### config.mk
export PLATFORM = sky130hd
export DESIGN_NAME = pbs_pci_bus
export DESIGN_NICKNAME = d
export VERILOG_FILES = /design/src/rtl/pbs_pkg.sv /design/src/rtl/pbs_pci_bus.sv
export SDC_FILE = /design/constraint.sdc
export NUM_CORES = 1
export LEC_CHECK = 0
export BUFFER_PORTS_ARGS = -buffer_cell sky130_fd_sc_hd__buf_4
export CAP_MARGIN = 20
export CORE_ASPECT_RATIO = 0.7
export CORE_MARGIN = 3
export CORE_UTILIZATION = 57
export CTS_CLUSTER_DIAMETER = 200
export CTS_CLUSTER_SIZE = 30
export DETAILED_ROUTE_END_ITERATION = 8
export MAX_ROUTING_LAYER = met4
export PLACE_DENSITY = 0.84
export SLEW_MARGIN = 20
export SYNTH_ARGS = -nofsm -noshare
export SYNTH_HDL_FRONTEND = slang
export SYNTH_SLANG_ARGS = --single-unit
export TNS_END_PERCENT = 20
### constraint.sdc
create_clock -name clk_sys -period 3.1 [get_ports clk_sys]
set_input_delay 0.31 -clock clk_sys [delete_from_list [all_inputs] [get_ports clk_sys]]
set_output_delay 0.31 -clock clk_sys [all_outputs]
set_load 0.02 [all_outputs]
### src/rtl/pbs_pkg.sv
package pbs_pkg;
	// bus command codes
	localparam logic [3:0] CMD_MEM_RD = 4'h6;
	localparam logic [3:0] CMD_MEM_WR = 4'h7;
	// target decode window
	localparam logic [31:0] TGT_BASE = 32'h0001_0000;
	localparam logic [31:0] TGT_MASK = 32'hFFFF_FFF0;
	localparam int MEM_WORDS = 4;
	localparam int IDX_LSB = 2;
	localparam int IDX_W = 2;
	// timing: clock rate in MHz, devsel wait in ns, and the counts in bus clocks
	localparam int CLK_MHZ = 40;
	localparam int DEVSEL_WAIT_NS = 200;
	localparam logic [3:0] DEVSEL_WAIT = 4'((DEVSEL_WAIT_NS * CLK_MHZ) / 1000);
	localparam logic [1:0] READY_GAP = 2'h2;
	localparam logic [1:0] CLKRUN_HOLD = 2'h2;
	localparam logic [1:0] SYNC_SETTLE = 2'h2;

	// initiator request from the user side
	typedef struct packed {
		logic [3:0] cmd;
		logic [31:0] addr;
		logic [3:0] byteEn_n;
		logic [31:0] data;
		logic [1:0] lastIdx;
	} pbs_req_t;

	// sampled bus pins
	typedef struct packed {
		logic [31:0] ad;
		logic [3:0] cbe;
		logic frame_n;
		logic irdy_n;
		logic trdy_n;
		logic devsel_n;
		logic clkrun_n;
	} pbs_bus_t;

	typedef enum logic [2:0] {M_IDLE, M_ADDR, M_DATA, M_GAP, M_TURN} pbs_mst_t;
	typedef enum logic [2:0] {T_IDLE, T_CLAIM, T_DATA, T_GAP, T_TURN} pbs_tgt_t;
endpackage

### src/rtl/pbs_pci_bus.sv
`timescale 1ns/1ps
`default_nettype none
// Contract
// - address phase puts the 32-bit address on the shared lines
// - data phases reuse the same lines for data words
// - initiator drives command in address phase, target decodes it
// - during data phases the four command lines are active-low byte enables
// - as target, assert device select to claim an address that hits
// - as initiator, no device select before time-out gives master abort
// - only the initiator drives frame, asserting it at the start
// - frame stays asserted while more data phases follow
// - frame released marks the last data phase; target finishes after it
// - clock-run pin is only pulled low or released
// - a data phase completes only when both ready lines are low
// - every bus input is sampled on the rising bus clock edge
module pbs_pci_bus
	import pbs_pkg::*;
(
	// clock and reset
	input wire logic clk_sys,
	input wire logic rst_n,
	// address/data pins
	input wire logic [31:0] adIn,
	output logic [31:0] adOut,
	output logic adOe_n,
	// command/byte-enable pins
	input wire logic [3:0] cbeIn,
	output logic [3:0] cbeOut,
	output logic cbeOe_n,
	// framing and handshake pins
	input wire logic frameIn_n,
	output logic frameOut_n,
	output logic frameOe_n,
	input wire logic irdyIn_n,
	output logic irdyOut_n,
	output logic irdyOe_n,
	input wire logic trdyIn_n,
	output logic trdyOut_n,
	output logic trdyOe_n,
	input wire logic devselIn_n,
	output logic devselOut_n,
	output logic devselOe_n,
	// clock-run pin, open drain
	input wire logic clkrunIn_n,
	output logic clkrunOut_n,
	output logic clkrunOe_n,
	// initiator user side
	input wire pbs_req_t mstReq,
	input wire logic mstReqValid,
	output logic mstReqReady,
	output logic [31:0] mstRdData,
	output logic mstRdValid,
	output logic mstDone,
	output logic mstAbort,
	// target and clock user side
	input wire logic keepClock,
	output logic tgtBusy
);

	pbs_bus_t pinsNow, sync1_r, sync2_r;
	pbs_mst_t mst_r;
	pbs_tgt_t tgt_r;
	pbs_req_t req_r;
	logic [1:0] mstIdx_r, mstGap_r, tgtGap_r, crHold_r;
	logic [3:0] waitCnt_r;
	logic mstIrdy_r, claimed_r, prevFrame_r, isRead_r, tgtTrdy_r;
	logic [IDX_W-1:0] tgtIdx_r;
	logic [31:0] mem_r [MEM_WORDS];
	logic busStart, tgtHit, tgtXfer, mstXfer, mstLast;

	assign pinsNow = '{ad: adIn, cbe: cbeIn, frame_n: frameIn_n, irdy_n: irdyIn_n,
		trdy_n: trdyIn_n, devsel_n: devselIn_n, clkrun_n: clkrunIn_n};

	always_ff @(posedge clk_sys) begin
		if (!rst_n) begin
			sync1_r <= '1;
			sync2_r <= '1;
		end else begin
			sync1_r <= pinsNow;
			sync2_r <= sync1_r;
		end
	end

	// frame edge tracker for the target
	always_ff @(posedge clk_sys) begin
		if (!rst_n) begin
			prevFrame_r <= 1'b1;
		end else begin
			prevFrame_r <= sync2_r.frame_n;
		end
	end

	assign busStart = prevFrame_r && !sync2_r.frame_n && (mst_r == M_IDLE);
	assign tgtHit = ((sync2_r.ad & TGT_MASK) == TGT_BASE)
		&& ((sync2_r.cbe == CMD_MEM_RD) || (sync2_r.cbe == CMD_MEM_WR));
	// completion needs both ready lines low
	assign tgtXfer = (tgt_r == T_DATA) && !tgtTrdy_r && !sync2_r.irdy_n;
	assign mstXfer = (mst_r == M_DATA) && !mstIrdy_r && !sync2_r.trdy_n;
	assign mstLast = (mstIdx_r == req_r.lastIdx);

	// initiator sequencer
	always_ff @(posedge clk_sys) begin
		if (!rst_n) begin
			mst_r <= M_IDLE;
			req_r <= '0;
			mstIdx_r <= '0;
			mstGap_r <= '0;
			waitCnt_r <= '0;
			claimed_r <= 1'b0;
			mstIrdy_r <= 1'b1;
		end else begin
			unique case (mst_r)
				M_IDLE: begin
					if (mstReqValid && mstReqReady) begin
						req_r <= mstReq;
						mstIdx_r <= '0;
						waitCnt_r <= '0;
						claimed_r <= 1'b0;
						mst_r <= M_ADDR;
					end
				end
				M_ADDR: begin
					mstIrdy_r <= 1'b0;
					mst_r <= M_DATA;
				end
				M_DATA: begin
					if (!sync2_r.devsel_n) begin
						claimed_r <= 1'b1;
					end
					if (!claimed_r && sync2_r.devsel_n) begin
						waitCnt_r <= waitCnt_r + 4'h1;
					end
					// no claim in time ends the cycle
					if (!claimed_r && sync2_r.devsel_n && waitCnt_r >= DEVSEL_WAIT) begin
						mstIrdy_r <= 1'b1;
						mst_r <= M_TURN;
					end else if (mstXfer) begin
						mstIrdy_r <= 1'b1;
						mstGap_r <= READY_GAP;
						mst_r <= mstLast ? M_TURN : M_GAP;
					end
				end
				M_GAP: begin
					mstGap_r <= mstGap_r - 2'h1;
					if (mstGap_r == 2'h1) begin
						mstIdx_r <= mstIdx_r + 2'h1;
						mstIrdy_r <= 1'b0;
						mst_r <= M_DATA;
					end
				end
				M_TURN: begin
					mst_r <= M_IDLE;
				end
				default: mst_r <= M_IDLE;
			endcase
		end
	end

	// initiator user answers
	always_ff @(posedge clk_sys) begin
		if (!rst_n) begin
			mstReqReady <= 1'b0;
			mstRdData <= '0;
			mstRdValid <= 1'b0;
			mstDone <= 1'b0;
			mstAbort <= 1'b0;
		end else begin
			mstReqReady <= (mst_r == M_IDLE) && !(mstReqValid && mstReqReady)
				&& (tgt_r == T_IDLE) && sync2_r.frame_n && sync2_r.irdy_n;
			mstRdValid <= mstXfer && (req_r.cmd == CMD_MEM_RD);
			if (mstXfer) begin
				mstRdData <= sync2_r.ad;
			end
			mstDone <= mstXfer && mstLast;
			mstAbort <= (mst_r == M_DATA) && !claimed_r && sync2_r.devsel_n
				&& (waitCnt_r >= DEVSEL_WAIT);
		end
	end

	// target sequencer
	always_ff @(posedge clk_sys) begin
		if (!rst_n) begin
			tgt_r <= T_IDLE;
			tgtIdx_r <= '0;
			tgtGap_r <= '0;
			isRead_r <= 1'b0;
			tgtTrdy_r <= 1'b1;
		end else begin
			unique case (tgt_r)
				T_IDLE: begin
					if (busStart && tgtHit) begin
						tgtIdx_r <= sync2_r.ad[IDX_LSB +: IDX_W];
						isRead_r <= (sync2_r.cbe == CMD_MEM_RD);
						tgt_r <= T_CLAIM;
					end
				end
				T_CLAIM: begin
					tgtTrdy_r <= 1'b0;
					tgt_r <= T_DATA;
				end
				T_DATA: begin
					if (tgtXfer) begin
						tgtTrdy_r <= 1'b1;
						tgtGap_r <= SYNC_SETTLE;
						tgtIdx_r <= tgtIdx_r + 1'b1;
						// frame high at completion ends it
						tgt_r <= sync2_r.frame_n ? T_TURN : T_GAP;
					end
				end
				T_GAP: begin
					tgtGap_r <= tgtGap_r - 2'h1;
					if (tgtGap_r == 2'h1) begin
						tgtTrdy_r <= 1'b0;
						tgt_r <= T_DATA;
					end
				end
				T_TURN: begin
					tgt_r <= T_IDLE;
				end
				default: tgt_r <= T_IDLE;
			endcase
		end
	end

	// target storage, per-lane writes
	always_ff @(posedge clk_sys) begin
		if (!rst_n) begin
			for (int w = 0; w < MEM_WORDS; w++) begin
				mem_r[w] <= '0;
			end
		end else if (tgtXfer && !isRead_r) begin
			for (int b = 0; b < 4; b++) begin
				if (!sync2_r.cbe[b]) begin
					mem_r[tgtIdx_r][8*b +: 8] <= sync2_r.ad[8*b +: 8];
				end
			end
		end
	end

	// address/data and command drivers
	always_ff @(posedge clk_sys) begin
		if (!rst_n) begin
			adOut <= '0;
			adOe_n <= 1'b1;
			cbeOut <= '0;
			cbeOe_n <= 1'b1;
		end else begin
			adOe_n <= 1'b1;
			cbeOe_n <= 1'b1;
			if (mst_r == M_IDLE && mstReqValid && mstReqReady) begin
				// address and command for the address phase
				adOut <= mstReq.addr;
				adOe_n <= 1'b0;
				cbeOut <= mstReq.cmd;
				cbeOe_n <= 1'b0;
			end else if (mst_r == M_ADDR || mst_r == M_DATA || mst_r == M_GAP) begin
				// data words on the same lines
				adOut <= req_r.data;
				adOe_n <= (req_r.cmd == CMD_MEM_RD);
				cbeOut <= req_r.byteEn_n;
				cbeOe_n <= 1'b0;
			end else if (tgt_r == T_CLAIM || tgt_r == T_DATA || tgt_r == T_GAP) begin
				// read data only after the turnaround
				adOut <= mem_r[tgtIdx_r];
				adOe_n <= !isRead_r;
			end
		end
	end

	// frame and initiator ready drivers
	always_ff @(posedge clk_sys) begin
		if (!rst_n) begin
			frameOut_n <= 1'b1;
			frameOe_n <= 1'b1;
			irdyOut_n <= 1'b1;
			irdyOe_n <= 1'b1;
		end else begin
			frameOe_n <= !((mst_r == M_IDLE && mstReqValid && mstReqReady)
				|| mst_r == M_ADDR || mst_r == M_DATA || mst_r == M_GAP || mst_r == M_TURN);
			// held low until the last phase
			if (mst_r == M_IDLE) begin
				frameOut_n <= !(mstReqValid && mstReqReady);
			end else if (mst_r == M_DATA && irdyOut_n && !mstIrdy_r) begin
				frameOut_n <= mstLast;
			end else if (mst_r == M_TURN) begin
				frameOut_n <= 1'b1;
			end
			irdyOut_n <= mstIrdy_r;
			// driven high one cycle before release
			irdyOe_n <= (mst_r == M_IDLE);
		end
	end

	// target claim and ready drivers
	always_ff @(posedge clk_sys) begin
		if (!rst_n) begin
			devselOut_n <= 1'b1;
			devselOe_n <= 1'b1;
			trdyOut_n <= 1'b1;
			trdyOe_n <= 1'b1;
			tgtBusy <= 1'b0;
		end else begin
			devselOut_n <= !(tgt_r == T_CLAIM || tgt_r == T_DATA || tgt_r == T_GAP);
			devselOe_n <= (tgt_r == T_IDLE);
			trdyOut_n <= tgtTrdy_r;
			trdyOe_n <= (tgt_r == T_IDLE);
			tgtBusy <= (tgt_r != T_IDLE);
		end
	end

	// clock-run: pull low only, never drive high
	always_ff @(posedge clk_sys) begin
		if (!rst_n) begin
			crHold_r <= '0;
			clkrunOut_n <= 1'b0;
			clkrunOe_n <= 1'b1;
		end else begin
			clkrunOut_n <= 1'b0;
			if (crHold_r != 2'h0) begin
				crHold_r <= crHold_r - 2'h1;
			end else if (sync2_r.clkrun_n && clkrunOe_n
				&& (keepClock || mst_r != M_IDLE || tgt_r != T_IDLE)) begin
				crHold_r <= CLKRUN_HOLD;
			end
			clkrunOe_n <= (crHold_r == 2'h0);
		end
	end

endmodule
`default_nettype wire

# Word level (Yosys, flattened, before mapping)
# Memories as Yosys holds them, arrays and structs flattened. A register that Yosys moved wholly into a read port is not among the register bits.
# Cells that the tools add are included.
op_classes:
  addsub: 6
  n_mul: 0
  n_div: 0
  n_lt_le_gt_ge: 1
  n_eq_ne: 24
  shifts: 0
  muxes: 72
  bitwise: 0
  reduce_logical: 78
op_table:
  columns: ["cell", "n"]
  rows:
  - ["$mux 32", 4]
  - ["$mux 1", 32]
  - ["$reduce_or 32->1", 1]
  - ["$eq 28x13->1 const B", 1]
  - ["$logic_and 1x1->1", 27]
  - ["$mux 3", 9]
  - ["$reduce_and 3->1", 9]
  - ["$mux 2", 12]
  - ["$pmux 3 s4", 2]
  - ["$mux 4", 5]
  - ["$reduce_bool 3->1", 6]
  - ["$ne 2x2->1 const B", 8]
  - ["$pmux 2 s2", 4]
  - ["$reduce_bool 2->1", 8]
  - ["$eq 3x2->1 const B", 4]
  - ["$eq 4x3->1 const B", 3]
  - ["$logic_or 1x1->1", 11]
  - ["$logic_not 1->1", 10]
  - ["$pmux 4 s2", 1]
  - ["$eq 3x1->1 const B", 2]
  - ["$logic_not 3->1", 2]
  - ["$pmux 1 s3", 2]
  - ["$reduce_and 2->1", 3]
  - ["$sub 2x1->2 const B", 3]
  - ["other kinds (10)", 12]
word_totals:
  regBits: 232
  latch_bits: 0
  mem_bits_rw: 128
  rom_bits: 0
  output_inout_bits: 85
  word_cells: 231
  memories: 1
mem_list:
  columns: ["name", "depth", "word_bits", "rd", "rd_ports_with_merged_regs", "write_ports", "line_no", "text"]
  rows:
  - ["mem_r", 4, 32, 1, 1, 4, "pbs_pci_bus.sv:68", "logic [31:0] mem_r [MEM_WORDS];"]

# Logic depth before layout (Yosys ltp)
logic_depth:
  ltp_word: 9
  ltp_mapped: 8
  depth_no_buf: 7

# Least setup slack after synthesis
# Ideal clock, no wire load.
synth_path:
  path_type: "reg-to-reg"
  start: "register tgt_r[1]"
  end: "memory mem_r[2][0], enable pin"
  arrival_time_ns: 2.082
  t_required_ns: 2.726
  setup_slack_ns: 0.644
  path_stages_with_launch: 7
  path_buffers: 2
  period_less_slack_ns: 2.456
  path_cell_list: "dfxtp_1 -> buf_2 -> nor3b_1 -> nand4b_1 -> or3b_1 -> clkbuf_1 -> o21ai_1"
synth_lines:
  columns: ["item", "line_no", "text"]
  rows:
  - ["start, declared", "pbs_pci_bus.sv:62", "pbs_tgt_t tgt_r;"]
  - ["start signal, assigned", "pbs_pci_bus.sv:207", "tgt_r <= sync2_r.frame_n ? T_TURN : T_GAP;"]
  - ["end, declared", "pbs_pci_bus.sv:68", null]

==> results.yml <==
status:
  status: "finished clean"
setup_path:
  crit_family: "simple AND/OR/NAND/NOR gates"
  worst-path-buf-inv: 1
  cp_max_fo: 10
  worstPathArrival_ns: 3.02
  critPathLaunchType: "flip-flop"
  slowest_stage: "dfxtp_1"
  path_class: "flip-flop to flip-flop"
  endpoint_kind: "flip-flop"
  path_cells: "nor3b_1, buf_4, nand4b_1, or3_1, nor2_1, and2_1"
  cp.required_ns: 3.48
  cp_slowest_stage_delay_ns: 0.54
grt:
  grt-ovfl-total: 0
  grt_first_pass_wirelength_um: 52900
  grt_start_max_net_pins: 78
  track_usage_pct: 26.4
  antenna_found_initial: 1
  grt_pass1_vias: 9618
logic_synthesis:
  synthArstFlopShare_pct: 0
  yosysWarnings: 0
  syn_area_per_cell_um2: 11.0
  synth_edf_count: 128
  syn_area_um2: 14000
  synth_seq_cells: 362
  synth_cell_types: 60
  synth_nets: 1400
  seq_area_frac_synth_pct: 61.0
  ys.flop_type: "dfxtp_1"
  synthCells: 1275
detailed_routing:
  first_pass_iters: 7
  drtIter0Drc: 886
  drt_wl_total_um: 34400
  drc: 0
  routedWlPerCell_um: 18.9
  drtAntennaViolNets: 0
  avgViaCountPerCell: 5.68
  vias: 10300
floorplanning:
  boundaryPins: 204
  die_width_um: 193
  core-area_um2: 23900
  num_rows: 47
  die_h_um: 137
  start_util_pct: 58.5
  die_area_um2: 26500
timing:
  worstMarginPinSlew_ns: 0.738
  holdWs_ns: 0.0279
  worst_slack_ns: 0.462
  final.setup_skew_ns: 0.0363
  grt_setup_unrepaired: "false"
  setup_tns_ns: 0
  period_needed_ns: 2.64
  finalCritPeriodShare_pct: 85.1
  finalMaxSlewViolations: 0
  fmax_mhz: 379
  timing.max_slew.rel_slack_pct: 50.1
  setup_violations: 0
  hold_viol_final: 0
clocking:
  cts_tree: "yes"
  cts_buffers: 16
  cts_resized: 0
  cts.sinks: 362
  ctsLongestPathBuffers: 3
  clk_transition_reported_paths_ns: 0.11
  cts.htree.levels: 1
  clockRootBuffer: "clkbuf_16"
  clk_latency_ns: 0.51
finish:
  layout.cells.non_filler: 1815
  drive_gt1_share_pct: 20.3
  area_delta_synth_final_pct: 20.0
  final_area_um2: 16800
  fin_nets: 1612
power_and_ir_drop:
  p_per_area_nw_per_um2: 588
  leakage_nw: 6.34
  vdd_drop_max_v: 0.000545
placement:
  placed_cells: 1747
  place_ws_ns: 0.620
  hpwl_um: 23600
  place_area_um2: 15900
  gp_congestion: 0.914
  io_buffers: 202
job:
  max-cap-violations: 0
worst_hold_path:
  hp-class: "primary input to flip-flop"
per-stage QoR:
stage | utilization [%] | total power [mW]
after floorplan | - | 6.69
after global placement | 66.5 | 7.37
after detailed placement | 66.5 | 7.42
after CTS | 70.2 | 9.89
after global routing | 70.2 | 10.3
final | 70.2 | 9.86
Yosys cell counts, types with 8 or more instances:
library cell | count | area share, %
edfxtp_1 | 128 | 28
nand2b_1 | 95 | 4.3
nor2_1 | 40 | 1.1
nand2_1 | 209 | 5.6
dfxtp_1 | 234 | 34
and2_1 | 122 | 5.5
o21ai_1 | 8 | 0.29
clkbuf_1 | 78 | 2.1
a22oi_1 | 33 | 1.8
nor3_1 | 12 | 0.43
a22o_1 | 32 | 2.0
inv_1 | 12 | 0.32
a21oi_1 | 121 | 4.3
mux4_2 | 32 | 5.2
o21ai_0 | 17 | 0.61
state kept, by name, summed over array words and instances, names as in the netlist, 2 cells and up, named ones only:
signal / count
adOut: 32
cbeOut: 4
crHold_r: 2
mem_r: 128
mstGap_r: 2
mstIdx_r: 2
mstRdData: 32
mst_r: 3
req_r: 42
sync1_r: 41
sync2_r: 41
tgtGap_r: 2
tgtIdx_r: 2
tgt_r: 3
waitCnt_r: 4
worst paths after layout:
check | start | endpoint | slack [ns] | cells after the start
hold / removal | adIn[26] | sync1_r[35] | 0.03 | 2
hold reg to reg | sync1_r[35] | sync2_r[35] | 0.37 | 1
setup / recovery | tgt_r[1] | mem_r[0][29] | 0.46 | 6
setup reg to reg | tgt_r[1] | mem_r[0][29] | 0.46 | 6
cells in the final DEF, fill, tap and decap left out, types with 4 or more instances in the layout:
cell type        n
nor2b_1          4
mux4_2          32
nor3_1          10
or3_1            6
clkbuf_16       17
buf_4          237
inv_1           12
a211oi_1         4
nor2_1          39
a22o_1          32
a31oi_1          6
a21oi_1        121
dlygate4sd3_1   40
ha_1             6
o21ai_0         17
nand3b_1         4
nor4_1           5
clkbuf_1         9
edfxtp_1       128
nand2b_1        95
and3_1           4
a22oi_1         33
nand4_1          4
nand3_1          4
dfxtp_1        233
nand2_1        209
and2_1         122
o21ai_1          8
kinds of logic (layout without fill, tap and decap cells):
kind of cell               Yosys count  count (layout)  share of synthesized area [%]
and+or+nand+nor                    530             530                           19.5
DFF                                362             362                           61.0
AOI/OAI and AO/OA                  241             241                           10.7
buffers and inverters               97             318                           2.67
muxes                               34              34                           5.30
adders and majority gates            6               6                          0.537
xor gates and xnor gates             4               4                          0.251
other                                1               2                         0.0268
worst reg2reg max path, cell delays in order, from the launching register on:
cell,delay [ns]
dfxtp_1,0.54
nor3b_1,0.35
buf_4,0.21
nand4b_1,0.18
or3_1,0.54
nor2_1,0.49
and2_1,0.20
layer usage:
| layer | vias to the layer above | track usage, % | part of all wire [%] |
|---|---|---|---|
| met5 | - | - | 0 |
| met4 | 0 | 4.58 | 1.7 |
| met3 | 46 | 3.66 | 10 |
| met2 | 512 | 39.0 | 44 |
| met1 | 4924 | 39.9 | 45 |
| li1 | 4827 | - | - |
where the power goes:
part	internal, mW	switching [mW]	total (mW)
logic	0.730	1.19	1.92
registers	5.23	0.229	5.46
clock network	1.06	1.43	2.49
layout make-up:
class / instances / area (um2)
fillers: 1669 / 7110
diodes: 1 / 2.50
clock inverters: 1 / 30.0
inverters: 13 / 51.3
repair buffers: 278 / 2200
flip-flops and latches: 362 / 8530
clock buffers: 26 / 459
well taps: 318 / 398
multi-input cells: 816 / 5090
repair_timing:
action | CTS | global route
endpoints found under the hold margin | 39 | 1
setup buffers | 0 | 0
setup endpoints to repair | 0 | 0
hold buffers | 39 | 1
(Power assumes the default switching activity.)
